==> config.mk <==
export PLATFORM = sky130hd
export DESIGN_NAME = bcs_top
export DESIGN_NICKNAME = d
export VERILOG_FILES = /design/src/hw/bcs_pkg.sv /design/src/hw/bcs_sync.sv /design/src/hw/bcs_top.sv
export SDC_FILE = /design/constraint.sdc
export NUM_CORES = 1
export LEC_CHECK = 0
export ABC_AREA = 1
export BUFFER_PORTS_ARGS = -buffer_cell sky130_fd_sc_hd__buf_2
export CAP_MARGIN = 15
export CELL_PAD_IN_SITES_DETAIL_PLACEMENT = 0
export CELL_PAD_IN_SITES_GLOBAL_PLACEMENT = 1
export CORE_UTILIZATION = 33
export CTS_CLUSTER_DIAMETER = 100
export DETAILED_ROUTE_END_ITERATION = 6
export GPL_TIMING_DRIVEN = 0
export PLACE_DENSITY = 0.9
export SYNTH_ARGS = -nofsm -noshare
export SYNTH_HDL_FRONTEND = slang
export SYNTH_SLANG_ARGS = --single-unit
==> constraint.sdc <==
create_clock -name clk -period 2.62 [get_ports clk]
set_input_delay 0 -clock clk [delete_from_list [all_inputs] [get_ports clk]]
set_output_delay 0 -clock clk [all_outputs]
set_load 0.05 [all_outputs]
==> src/hw/bcs_pkg.sv <==
// package: boot configuration capture constants and types
package bcs_pkg;
  // register byte offsets
  localparam logic [7:0] ADDR_SWITCH_STATUS  = 8'h00;
  localparam logic [7:0] ADDR_SWITCH_CONTROL = 8'h04;
  localparam logic [7:0] ADDR_LINK_STATUS_US = 8'h08;
  localparam logic [7:0] ADDR_LINK_STATUS_DS = 8'h0c;
  localparam logic [7:0] ADDR_MODE_INFO      = 8'h10;

  // switch status fields
  localparam int STS_CCLK_DS   = 0;
  localparam int STS_CCLK_US   = 1;
  localparam int STS_SLOW      = 2;
  localparam int STS_REFCLK    = 3;
  localparam int STS_HALT      = 4;
  localparam int STS_MODE_LO   = 5;
  localparam int STS_AUX_N     = 8;
  localparam int STS_VALID     = 9;
  localparam int STS_IN_RESET  = 10;

  // switch control fields
  localparam int CTL_HALT      = 0;
  localparam int CTL_FUND_RST  = 1;
  localparam int CTL_AUX_DIS   = 2;

  // link status slot clock field
  localparam int LSTS_SCLK     = 0;

  // mode info fields
  localparam int MI_EEPROM     = 0;
  localparam int MI_LOW_LAT    = 1;
  localparam int MI_SLOW       = 2;
  localparam int MI_REF125     = 3;
  localparam int MI_CUT_LO     = 8;

  // reset values
  localparam logic [31:0] RST_RDATA  = 32'h0000_0000;
  localparam logic [2:0]  RST_MODE   = 3'h0;

  // switch mode encodings
  localparam logic [2:0] MODE_NORMAL        = 3'h0;
  localparam logic [2:0] MODE_EEPROM        = 3'h1;
  localparam logic [2:0] MODE_LOW_LAT       = 3'h2;
  localparam logic [2:0] MODE_EEPROM_LOWLAT = 3'h3;

  // timing
  localparam int CLK_HZ        = 10_000_000;
  localparam int BUS_SLOW_HZ   = 100_000;
  localparam int BUS_FAST_HZ   = 400_000;
  localparam logic [7:0] DIV_SLOW = 8'(CLK_HZ / BUS_SLOW_HZ);
  localparam logic [7:0] DIV_FAST = 8'(CLK_HZ / BUS_FAST_HZ);
  localparam logic [7:0] LAT_CUT_NS = 8'h08;

  typedef enum logic [1:0] {
    SEQ_RESET,
    SEQ_LOAD,
    SEQ_HALT,
    SEQ_RUN
  } bcs_seq_t;
endpackage

==> src/hw/bcs_sync.sv <==
// two-flop synchroniser for a group of pin levels
module bcs_sync #(
  parameter int W = 1
) (
  input  wire logic         clk,
  input  wire logic         rst,
  input  wire logic [W-1:0] d,
  output logic      [W-1:0] q
);
  logic [W-1:0] meta_ff;
  logic [W-1:0] q_ff;

  always_ff @(posedge clk or posedge rst) begin
    if (rst) begin
      meta_ff <= '0;
      q_ff    <= '0;
    end else begin
      meta_ff <= d;
      q_ff    <= meta_ff;
    end
  end

  assign q = q_ff;
endmodule

==> src/hw/bcs_top.sv <==
// boot configuration capture, override and distribution with ahb-lite regs
// How it works
// - capture all straps when reset pin negates
// - straps ignored outside capture; captured copy used
// - eeprom load can write the halt, aux disable and slot clock bits only
// - only halt, aux, common-clock bits overridable
// - status register shows captured strap values
// - downstream slot clock bits reset from strap
// - upstream slot clock bit reset from strap
// - slow strap selects 100k, else 400k
// - refclk select: 0 is 100MHz, 1 125MHz
// - halt strap: stay in reset, bus alive
// - leave halt only when halt bit cleared
// - mode decode: normal, eeprom, low latency
// - low latency modes cut latency 8 ns
// - aux strap low disables aux, clears sticky
// - warm reset reuses previously captured values
//
// The AHB-Lite interface to the registers and the register offsets are this design's own decisions.
module bcs_top
  import bcs_pkg::*;
#(
  parameter int DS_PORTS = 4
) (
  input  wire logic                clk,
  input  wire logic                rst,
  input  wire logic                fundamental_reset_in_n,
  input  wire logic                common_clk_downstream_strap,
  input  wire logic                common_clk_upstream_strap,
  input  wire logic                master_bus_slow_strap,
  input  wire logic                refclk_freq_select,
  input  wire logic                reset_halt_request,
  input  wire logic [2:0]          switch_mode_strap,
  input  wire logic                aux_power_disable_n,
  input  wire logic                ee_wr_en,
  input  wire logic [7:0]          ee_addr,
  input  wire logic [31:0]         ee_wdata,
  input  wire logic                ee_load_done,
  input  wire logic                ee_load_error,
  input  wire logic                hsel,
  input  wire logic [31:0]         haddr,
  input  wire logic [1:0]          htrans,
  input  wire logic                hwrite,
  input  wire logic [2:0]          hsize,
  input  wire logic [31:0]         hwdata,
  input  wire logic                hready,
  output logic                     hreadyout,
  output logic [31:0]              hrdata,
  output logic                     hresp,
  output logic                     device_in_reset,
  output logic                     master_bus_tick,
  output logic                     master_bus_slow,
  output logic                     refclk_is_125,
  output logic                     eeprom_init_mode,
  output logic                     low_latency_mode,
  output logic [7:0]               latency_cut_ns,
  output logic                     aux_power_enable,
  output logic                     sticky_clear,
  output logic                     slot_clk_upstream,
  output logic [DS_PORTS-1:0]      slot_clk_downstream
);
  // synchronised pins
  logic [9:0] pins_s;
  logic       rst_in_n_s;
  logic       ccds_s;
  logic       ccus_s;
  logic       slow_s;
  logic       ref_s;
  logic       halt_s;
  logic [2:0] mode_s;
  logic       aux_n_s;

  bcs_sync #(
    .W(10)
  ) u_sync (
    .clk (clk),
    .rst (rst),
    .d   ({fundamental_reset_in_n, common_clk_downstream_strap,
           common_clk_upstream_strap, master_bus_slow_strap,
           refclk_freq_select, reset_halt_request, switch_mode_strap,
           aux_power_disable_n}),
    .q   (pins_s)
  );

  assign {rst_in_n_s, ccds_s, ccus_s, slow_s, ref_s, halt_s, mode_s,
          aux_n_s} = pins_s;

  function automatic logic [1:0] mode_decode(input logic [2:0] m);
    case (m)
      MODE_NORMAL:        mode_decode = 2'h0;
      MODE_EEPROM:        mode_decode = 2'h1;
      MODE_LOW_LAT:       mode_decode = 2'h2;
      MODE_EEPROM_LOWLAT: mode_decode = 2'h3;
      default:            mode_decode = 2'h0;  // reserved
    endcase
  endfunction

  // ---------------- bus front end ----------------
  logic        wr_pend_ff;
  logic        nxt_wr_pend;
  logic [7:0]  wr_addr_ff;
  logic [7:0]  nxt_wr_addr;
  logic [31:0] hrdata_ff;
  logic [31:0] nxt_hrdata;
  logic        hreadyout_ff;
  logic [31:0] rd_word;
  logic        addr_phase;

  assign addr_phase = hsel & hready & htrans[1];

  // ---------------- configuration state ----------------
  bcs_seq_t             seq_ff;
  bcs_seq_t             nxt_seq;
  logic                 rst_in_prev_ff;
  logic                 cap_valid_ff;
  logic                 nxt_cap_valid;
  logic                 cap_ccds_ff;
  logic                 nxt_cap_ccds;
  logic                 cap_ccus_ff;
  logic                 nxt_cap_ccus;
  logic                 cap_slow_ff;
  logic                 nxt_cap_slow;
  logic                 cap_ref_ff;
  logic                 nxt_cap_ref;
  logic                 cap_halt_ff;
  logic                 nxt_cap_halt;
  logic [2:0]           cap_mode_ff;
  logic [2:0]           nxt_cap_mode;
  logic                 cap_aux_n_ff;
  logic                 nxt_cap_aux_n;
  logic                 ctl_halt_ff;
  logic                 nxt_ctl_halt;
  logic                 ctl_aux_dis_ff;
  logic                 nxt_ctl_aux_dis;
  logic                 sclk_us_ff;
  logic                 nxt_sclk_us;
  logic [DS_PORTS-1:0]  sclk_ds_ff;
  logic [DS_PORTS-1:0]  nxt_sclk_ds;
  logic                 sticky_clear_ff;
  logic                 nxt_sticky_clear;
  logic                 in_reset_ff;
  logic [1:0]           strap_dec;
  logic [1:0]           nxt_dec;
  logic [1:0]           dec_ff;
  logic [7:0]           cut_ff;
  logic                 aux_en_ff;
  logic                 wr_en;
  logic [7:0]           wr_addr;
  logic [31:0]          wr_data;

  // bus write in its data phase wins over an eeprom write that cycle
  assign wr_en   = wr_pend_ff | ee_wr_en;
  assign wr_addr = wr_pend_ff ? wr_addr_ff : ee_addr;
  assign wr_data = wr_pend_ff ? hwdata : ee_wdata;
  assign strap_dec = mode_decode(mode_s);
  assign nxt_dec   = mode_decode(nxt_cap_mode);

  always_comb begin
    nxt_seq          = seq_ff;
    nxt_cap_valid    = cap_valid_ff;
    nxt_cap_ccds     = cap_ccds_ff;
    nxt_cap_ccus     = cap_ccus_ff;
    nxt_cap_slow     = cap_slow_ff;
    nxt_cap_ref      = cap_ref_ff;
    nxt_cap_halt     = cap_halt_ff;
    nxt_cap_mode     = cap_mode_ff;
    nxt_cap_aux_n    = cap_aux_n_ff;
    nxt_ctl_halt     = ctl_halt_ff;
    nxt_ctl_aux_dis  = ctl_aux_dis_ff;
    nxt_sclk_us      = sclk_us_ff;
    nxt_sclk_ds      = sclk_ds_ff;
    nxt_sticky_clear = 1'b0;
    // software and eeprom writes
    if (wr_en) begin
      case (wr_addr)
        ADDR_SWITCH_CONTROL: begin
          nxt_ctl_halt = wr_data[CTL_HALT];
          if (seq_ff != SEQ_RUN) begin
            nxt_ctl_aux_dis = wr_data[CTL_AUX_DIS];
          end
        end
        ADDR_LINK_STATUS_US: nxt_sclk_us = wr_data[LSTS_SCLK];
        ADDR_LINK_STATUS_DS: nxt_sclk_ds = wr_data[DS_PORTS-1:0];
        default: begin
        end
      endcase
    end
    case (seq_ff)
      SEQ_RESET: begin
        if (rst_in_n_s && !rst_in_prev_ff) begin
          // pin negation: take a fresh strap sample
          nxt_cap_valid   = 1'b1;
          nxt_cap_ccds    = ccds_s;
          nxt_cap_ccus    = ccus_s;
          nxt_cap_slow    = slow_s;
          nxt_cap_ref     = ref_s;
          nxt_cap_halt    = halt_s;
          nxt_cap_mode    = mode_s;
          nxt_cap_aux_n   = aux_n_s;
          nxt_ctl_halt    = halt_s;
          nxt_ctl_aux_dis = ~aux_n_s;
          nxt_sticky_clear = ~aux_n_s;
          nxt_sclk_us     = ccus_s;
          nxt_sclk_ds     = {DS_PORTS{ccds_s}};
          nxt_seq = strap_dec[0] ? SEQ_LOAD :
                    (halt_s ? SEQ_HALT : SEQ_RUN);
        end
      end
      SEQ_LOAD: begin
        if (ee_load_error) begin
          nxt_ctl_halt = 1'b1;
          nxt_seq      = SEQ_HALT;
        end else if (ee_load_done) begin
          nxt_seq = nxt_ctl_halt ? SEQ_HALT : SEQ_RUN;
        end
      end
      SEQ_HALT: begin
        if (!ctl_halt_ff) begin
          nxt_seq = SEQ_RUN;
        end
      end
      SEQ_RUN: begin
        if (wr_en && wr_addr == ADDR_SWITCH_CONTROL &&
            wr_data[CTL_FUND_RST]) begin
          // warm reset by register: reuse earlier sample
          nxt_ctl_halt    = cap_halt_ff;
          nxt_ctl_aux_dis = ~cap_aux_n_ff;
          nxt_sticky_clear = ~cap_aux_n_ff;
          nxt_sclk_us     = cap_ccus_ff;
          nxt_sclk_ds     = {DS_PORTS{cap_ccds_ff}};
          nxt_seq = dec_ff[0] ? SEQ_LOAD :
                    (cap_halt_ff ? SEQ_HALT : SEQ_RUN);
        end
      end
      default: nxt_seq = SEQ_RESET;
    endcase
    if (!rst_in_n_s) begin
      nxt_seq = SEQ_RESET;  // pin asserted: straps only read at exit
    end
  end

  always_ff @(posedge clk or posedge rst) begin
    if (rst) begin
      seq_ff          <= SEQ_RESET;
      rst_in_prev_ff  <= 1'b0;
      cap_valid_ff    <= 1'b0;
      cap_ccds_ff     <= 1'b0;
      cap_ccus_ff     <= 1'b0;
      cap_slow_ff     <= 1'b0;
      cap_ref_ff      <= 1'b0;
      cap_halt_ff     <= 1'b0;
      cap_mode_ff     <= RST_MODE;
      cap_aux_n_ff    <= 1'b0;
      ctl_halt_ff     <= 1'b0;
      ctl_aux_dis_ff  <= 1'b0;
      sclk_us_ff      <= 1'b0;
      sclk_ds_ff      <= '0;
      sticky_clear_ff <= 1'b0;
      in_reset_ff     <= 1'b1;
    end else begin
      seq_ff          <= nxt_seq;
      rst_in_prev_ff  <= rst_in_n_s;
      cap_valid_ff    <= nxt_cap_valid;
      cap_ccds_ff     <= nxt_cap_ccds;
      cap_ccus_ff     <= nxt_cap_ccus;
      cap_slow_ff     <= nxt_cap_slow;
      cap_ref_ff      <= nxt_cap_ref;
      cap_halt_ff     <= nxt_cap_halt;
      cap_mode_ff     <= nxt_cap_mode;
      cap_aux_n_ff    <= nxt_cap_aux_n;
      ctl_halt_ff     <= nxt_ctl_halt;
      ctl_aux_dis_ff  <= nxt_ctl_aux_dis;
      sclk_us_ff      <= nxt_sclk_us;
      sclk_ds_ff      <= nxt_sclk_ds;
      sticky_clear_ff <= nxt_sticky_clear;
      in_reset_ff     <= (nxt_seq != SEQ_RUN);
    end
  end

  // ---------------- master bus rate divider ----------------
  logic [7:0] div_cnt_ff;
  logic [7:0] nxt_div_cnt;
  logic       tick_ff;
  logic       nxt_tick;

  // bus stays clocked while halted; stopped only under the reset pin
  always_comb begin
    nxt_div_cnt = div_cnt_ff;
    nxt_tick    = 1'b0;
    if (seq_ff == SEQ_RESET) begin
      nxt_div_cnt = 8'h00;
    end else if (div_cnt_ff == 8'h00) begin
      nxt_tick    = 1'b1;
      nxt_div_cnt = (cap_slow_ff ? DIV_SLOW : DIV_FAST) - 8'h01;
    end else begin
      nxt_div_cnt = div_cnt_ff - 8'h01;
    end
  end

  always_ff @(posedge clk or posedge rst) begin
    if (rst) begin
      div_cnt_ff <= 8'h00;
      tick_ff    <= 1'b0;
    end else begin
      div_cnt_ff <= nxt_div_cnt;
      tick_ff    <= nxt_tick;
    end
  end

  // ---------------- register read and ahb-lite slave ----------------
  // reads see this cycle's writes through the next-value nets
  always_comb begin
    rd_word = 32'h0000_0000;
    case (haddr[7:0])
      ADDR_SWITCH_STATUS: begin
        rd_word[STS_CCLK_DS]  = nxt_cap_ccds;
        rd_word[STS_CCLK_US]  = nxt_cap_ccus;
        rd_word[STS_SLOW]     = nxt_cap_slow;
        rd_word[STS_REFCLK]   = nxt_cap_ref;
        rd_word[STS_HALT]     = nxt_cap_halt;
        rd_word[STS_MODE_LO+:3] = nxt_cap_mode;
        rd_word[STS_AUX_N]    = nxt_cap_aux_n;
        rd_word[STS_VALID]    = nxt_cap_valid;
        rd_word[STS_IN_RESET] = (nxt_seq != SEQ_RUN);
      end
      ADDR_SWITCH_CONTROL: begin
        rd_word[CTL_HALT]    = nxt_ctl_halt;
        rd_word[CTL_AUX_DIS] = nxt_ctl_aux_dis;
      end
      ADDR_LINK_STATUS_US: rd_word[LSTS_SCLK] = nxt_sclk_us;
      ADDR_LINK_STATUS_DS: rd_word[DS_PORTS-1:0] = nxt_sclk_ds;
      ADDR_MODE_INFO: begin
        rd_word[MI_EEPROM]  = nxt_dec[0];
        rd_word[MI_LOW_LAT] = nxt_dec[1];
        rd_word[MI_SLOW]    = nxt_cap_slow;
        rd_word[MI_REF125]  = nxt_cap_ref;
        rd_word[MI_CUT_LO+:8] = nxt_dec[1] ? LAT_CUT_NS : 8'h00;
      end
      default: rd_word = 32'h0000_0000;
    endcase
  end

  always_comb begin
    nxt_wr_pend = 1'b0;
    nxt_wr_addr = wr_addr_ff;
    nxt_hrdata  = hrdata_ff;
    if (addr_phase) begin
      nxt_wr_pend = hwrite && (hsize == 3'h2) && (haddr[1:0] == 2'h0);
      nxt_wr_addr = haddr[7:0];
      if (!hwrite) begin
        nxt_hrdata = (haddr[31:8] == 24'h00_0000) ? rd_word : RST_RDATA;
      end
    end
  end

  always_ff @(posedge clk or posedge rst) begin
    if (rst) begin
      wr_pend_ff   <= 1'b0;
      wr_addr_ff   <= 8'h00;
      hrdata_ff    <= RST_RDATA;
      hreadyout_ff <= 1'b0;
    end else begin
      wr_pend_ff   <= nxt_wr_pend && (haddr[31:8] == 24'h00_0000);
      wr_addr_ff   <= nxt_wr_addr;
      hrdata_ff    <= nxt_hrdata;
      hreadyout_ff <= 1'b1;
    end
  end

  // decoded outputs registered so each pin leaves a flop
  always_ff @(posedge clk or posedge rst) begin
    if (rst) begin
      dec_ff    <= 2'h0;
      cut_ff    <= 8'h00;
      aux_en_ff <= 1'b1;
    end else begin
      dec_ff    <= nxt_dec;
      cut_ff    <= nxt_dec[1] ? LAT_CUT_NS : 8'h00;
      aux_en_ff <= ~nxt_ctl_aux_dis;
    end
  end

  // ---------------- outputs ----------------
  assign hreadyout           = hreadyout_ff;
  assign hrdata              = hrdata_ff;
  assign hresp               = 1'b0;
  assign device_in_reset     = in_reset_ff;
  assign master_bus_tick     = tick_ff;
  assign master_bus_slow     = cap_slow_ff;
  assign refclk_is_125       = cap_ref_ff;
  assign eeprom_init_mode    = dec_ff[0];
  assign low_latency_mode    = dec_ff[1];
  assign latency_cut_ns      = cut_ff;
  assign aux_power_enable    = aux_en_ff;
  assign sticky_clear        = sticky_clear_ff;
  assign slot_clk_upstream   = sclk_us_ff;
  assign slot_clk_downstream = sclk_ds_ff;
endmodule

==> metrics.yaml, run 1 <==
outcome:
  outcome: "finished clean"
synthesis:
  syn_area_sq_mm: 0.003760
  ys_warn_count: 0
  synth_ff_type: "dfrtp_1"
  yosysTopAreaCellShare: 0.4925
  yosysTopAreaCell: "dfrtp_1"
  seq_area_frac_synth: 0.5065
  netlist_top_cells_area: "dfrtp_1, nand2_1, buf_4, inv_1, nor2_1"
  ys_seq_elements: 76
  synth_cell_types: 42
  syn_avg_cell_area_sq_um: 8.545
  syn_inst: 440
  synth_edf_count: 0
  async_flop_share: 1.000
power:
  p_leak_nw: 2.722
  ir_drop_mv: 0.5273
  p_total_mw: 4.412
  p_per_area_mw_per_mm2: 869.3
sta:
  hold_violations: 0
  drv_slew: 0
  fin_hold_ws_ps: 23.18
  fin_skew_ps: 8.483
  report.final.setup_viol: 0
  fmax_mhz: 438.3
  timing.final.crit_share: 0.8708
  period_minus_slack_ps: 2281
  tns_ps: 0
  grt_setup_unrepaired: "false"
  setup_slack_ps: 338.6
route:
  via_per_inst: 4.434
  ant_nets: 0
  firstDrtPassIters: 4
  routedWlPerCell_microns: 11.87
  drt_drc_violations_left: 0
  wirelength_microns: 8769
  num_vias: 3277
  first_iter_violations: 147
floorplan:
  num_rows: 38
  core_sq_mm: 0.01098
  die_w_microns: 108.7
  num_io_pins: 182
  die_h_microns: 108.7
  initial_core_util: 0.3423
  die-area_sq_mm: 0.01182
worst_setup_path:
  required_ps: 2830
  startpoint_type: "flip-flop"
  max_stage_delay_ps: 430
  critPathBufInv: 2
  cp_cell_sequence: "inv_1 > ha_1 > nand2_1 > inv_1 > or2_2 > o21ai_0 > nor2_1 > a22oi_1 > nand3_1 > o21bai_1 > nand2_1"
  crit_slowest_cell: "dfrtp_1"
  cpLargestDelayFamily: "simple AND/OR/NAND/NOR gates"
  cp-end-kind: "flip-flop"
  critPathArrivalTime_ps: 2490
  cp_max_fo: 7
  critPathKind: "reg -> reg"
placement:
  dp_hpwl_microns: 6677
  dp_slack_ps: 402.3
  placedCellCount: 704
  portBuffers: 96
  globalplace.congestion: 0.7964
clock_tree:
  cts_tree: "yes"
  postCtsSetupBuffers: 0
  clock_latency_ps: 330
  clk_path_buf_depth: 2
  h-tree-depth: 3
  cts-resized-gates: 0
  cts_root_buffer: "clkbuf_16"
  clk_pin_slew_worst_paths_ps: 60
  cts_buffers: 9
  cts_sinks: 76
cells_and_area:
  nets: 726
  diodes: 0
  drive_gt1_frac: 0.3005
  n_fill_cell: 1057
  syn_to_final_growth_pct: 34.98
  layoutNonFillerInstCount: 739
global_routing:
  grt_max_degree: 76
  grt_pass1_vias: 2998
  track_usage: 0.1578
  antenna_found_initial: 0
  grt_overflow: 0
  grt_pass1_wl_microns: 14350
hold_path:
  hp-class: "in -> reg"
run:
  cap_violations: 0
## per-layer routing
metal | global-route usage | vias to the layer above | share of wire
li1 | - | 1646 | -
met1 | 0.2137 | 1525 | 0.46
met2 | 0.2468 | 96 | 0.47
met3 | 0.04065 | 10 | 0.057
met4 | 0.04923 | 0 | 0.012
met5 | 0 | - | 0
## worst register-to-register path, stage by stage (launching register included)
cell and delay [ps]:
dfrtp_1 430, inv_1 120, ha_1 260, nand2_1 200
inv_1 120, or2_2 280, o21ai_0 140, nor2_1 120
a22oi_1 180, nand3_1 100, o21bai_1 140, nand2_1 70
## where the power goes
group	internal (mW)	switching, mW
clock	0.912	0.463
combinational	0.455	1.05
sequential	1.40	0.124
total	2.77	1.64
## state kept, by name, summed over array words and instances (netlist names), 2 cells and up
name and cells:
hrdata 12, u_sync.q 10, div_cnt_ff 8, slot_clk_downstream 4, seq_ff 2, wr_addr_ff 8, cap_mode_ff 3, u_sync.meta_ff 10
## what timing repair did
item | CTS | global route
hold endpoints to repair | 91 | 0
hold buffers | 19 | 0
endpoints found under the setup margin | 0 | 0
## kinds of logic after synthesis
group | count (synthesis) | share of synthesized area
simple gates | 214 | 0.2672
buf+inv | 93 | 0.1241
flops | 76 | 0.5065
compound gates | 47 | 0.07554
fa+ha+maj | 5 | 0.01664
other cells | 2 | 0.001997
mux | 2 | 0.005657
xor+xnor | 1 | 0.002330
## layout make-up
| type | count | area [sq um] | area share |
|---|---|---|---|
| tap | 140 | 175.2 | 0.03452 |
| clock buffer | 13 | 270.3 | 0.05325 |
| timing repair buffer | 116 | 698.2 | 0.1376 |
| sequential | 76 | 1904 | 0.3752 |
| inverter | 59 | 224.0 | 0.04413 |
| clock inverter | 3 | 67.56 | 0.01331 |
| multi-input combinational | 298 | 1490 | 0.2936 |
| buffer | 34 | 245.2 | 0.04832 |
## cell usage after synthesis, types with 2 or more instances
cell and n:
o21ai_1 2, dfrtp_1 74, inv_1 54, nor3_1 8
or2_2 6, nand2_2 3, clkbuf_1 3, nor4_1 8
buf_4 29, o211ai_1 3, conb_1 2, nand2_1 99
a22o_1 3, nor2_4 2, nand3_1 14, o21ai_0 19
a21oi_1 9, nand3_2 4, ha_1 5, nor2_1 49
nand4_1 6, a22oi_1 3, dfstp_2 2, a211oi_1 2
a31oi_1 2, nand2_4 5, nor2_2 6, inv_2 4
## per-stage QoR
| step | area, sq um | utilization |
|---|---|---|
| floorplan | 3861 | - |
| global placement | 4517 | 0.4113 |
| detailed placement | 4547 | 0.4140 |
| CTS | 5075 | 0.4621 |
| global route | 5075 | 0.4621 |
| finish | 5075 | 0.4621 |
## layout by cell type, fill, tap and decap left out, types with 3 or more instances in the layout
cell type      count
a21oi_1            9
nor3_1             8
o211ai_1           3
buf_2             97
dfrtp_1           74
clkbuf_8           3
or2_2              6
nand4_1            6
dlygate4sd3_1     19
nand3_1           14
a22o_1             3
o21ai_0           19
nand2_4            5
a22oi_1            3
nand2_2            3
buf_4             29
clkbuf_1           4
nor4_1             8
nor2_2             6
nor2_1            49
clkbuf_16          9
conb_1            29
nand3_2            4
inv_2              4
ha_1               5
inv_1             53
nand2_1           99
## path summary, 6_finish.rpt
check	from	to	slack [ps]	cells after the start
max in group asynchronous	rst	aux_power_enable	1970	4
worst min-delay path	haddr[2]	wr_addr_ff[2]	20	3
worst max-delay path	seq_ff[0]	hrdata[0]	340	11
worst min register to register	u_sync.meta_ff[6]	u_sync.q[6]	340	0
min in group asynchronous	rst	u_sync.meta_ff[6]	80	3
worst max register to register	seq_ff[0]	hrdata[0]	340	11
Power figures use the tool's default switching activity.
==> inputs of run 2 (changes only) <==
HOLD_SLACK_MARGIN = 0.08   (was not set)
clock period = 2.4 ns   (was 2.62 ns; I/O delays follow)
==> metrics.yaml, run 2 (synthesis gave the netlist of run 1 again) <==
outcome:
  outcome: "finished clean"
sta:
  hold_violations: 0
  fin_hold_ws_ps: 111.0
  timing.final.crit_share: 0.8998
  grt_setup_unrepaired: "false"
  period_minus_slack_ps: 2159
  fmax_mhz: 463.1
  drv_slew: 0
  report.final.setup_viol: 0
  fin_skew_ps: 9.386
route:
  firstDrtPassIters: 4
  num_vias: 3282
  drt_drc_violations_left: 0
  via_per_inst: 4.411
  routedWlPerCell_microns: 11.79
  ant_nets: 0
  wirelength_microns: 8771
  first_iter_violations: 144
power:
  p_leak_nw: 2.745
  ir_drop_mv: 0.5744
  p_per_area_mw_per_mm2: 941.0
  p_total_mw: 4.826
cells_and_area:
  largest_reg_flops: 12
  diodes: 0
  layoutNonFillerInstCount: 744
  final_common_cell: "nand2_1"
  drive_gt1_frac: 0.3013
  nets: 731
  syn_to_final_growth_pct: 36.41
  n_fill_cell: 1055
  fin_area_sq_mm: 0.005129
  final_cell_mix: "nand2_1, buf_2, dfrtp_1"
placement:
  placed_cell_area_sq_mm: 0.004547
  placedCellCount: 704
  globalplace.congestion: 0.7964
  dp_hpwl_microns: 6677
  portBuffers: 96
floorplan:
  num_io_pins: 182
  num_rows: 38
  die-area_sq_mm: 0.01182
  initial_core_util: 0.3423
  die_w_microns: 108.7
  die_h_microns: 108.7
  core_sq_mm: 0.01098
hold_path:
  hp-class: "in -> reg"
worst_setup_path:
  critPathKind: "reg -> reg"
  critPathArrivalTime_ps: 2370
  cp_max_fo: 7
  cp-end-kind: "flip-flop"
  required_ps: 2610
  startpoint_type: "flip-flop"
clock_tree:
  clk_pin_slew_worst_paths_ps: 60
  cts_root_buffer: "clkbuf_16"
  cts_sinks: 76
  cts_tree: "yes"
  clock_latency_ps: 330
  h-tree-depth: 3
  clk_path_buf_depth: 2
  cts_buffers: 9
global_routing:
  grt_overflow: 0
  track_usage: 0.1586
  grt_max_degree: 76
  antenna_found_initial: 0
  grt_pass1_wl_microns: 14430
  grt_pass1_vias: 3026
run:
  cap_violations: 0
## run 2: cell types whose count changed in the layout (fill, tap and decap cells not counted), sizes merged
cell	previous run	this run
dlygate4sd3	19	24
## run 2: final timing paths
| check | start | to | slack (ps) | cells after the start |
|---|---|---|---|---|
| hold reg to reg | u_sync.meta_ff[6] | u_sync.q[6] | 340 | 0 |
| max in group asynchronous | rst | aux_power_enable | 1170 | 5 |
| min in group asynchronous | rst | u_sync.meta_ff[6] | 670 | 4 |
| hold / removal | ee_load_done | seq_ff[0] | 110 | 6 |
| setup reg to reg | seq_ff[0] | hrdata[0] | 240 | 11 |
| setup / recovery | seq_ff[0] | hrdata[0] | 240 | 11 |
## run 2: final cells by class
cell class,instances,area [sq um],area share
clock inverters,3,67.56,0.01317
clock buffers,13,270.3,0.05270
inverters,59,224.0,0.04367
repair buffers,121,748.2,0.1459
flip-flops and latches,76,1906,0.3716
multi-input cells,298,1493,0.2910
well taps,140,175.2,0.03415
plain buffers,34,245.2,0.04782
## run 2: metal layers
metal | GRT usage | routed length, microns
met1 | 0.2156 | 4057
met2 | 0.2473 | 4075
met3 | 0.04005 | 516
met4 | 0.05019 | 122
met5 | 0 | 0
## run 2: metrics by stage
step                TNS (ps)  setup slack (ps)    util
floorplan                  0             465.0       -
global placement      -28840            -392.9  0.4113
detailed placement         0             182.3  0.4140
CTS                        0             140.5  0.4666
global route               0             12.56  0.4670
finish                     0             240.6  0.4670
## run 2: what timing repair did
action,CTS,global route
endpoints found under the hold margin,96,0
buffers inserted,0,0
hold buffers,24,0
endpoints found under the setup margin,0,1
gates resized for setup,0,2
## run 2: worst max-delay path: stages (launching register included)
cell,delay (ps)
dfrtp_2,410
inv_1,100
ha_1,260
nand2_2,150
inv_1,100
or2_2,270
o21ai_0,140
nor2_1,130
a22oi_1,180
nand3_1,100
o21bai_1,140
nand2_1,70
## run 2: report_power, final
group	internal, mW	switching (mW)	total, mW
Clock	0.996	0.507	1.50
Combinational	0.502	1.15	1.66
Sequential	1.53	0.136	1.67
Total	3.03	1.80	4.83
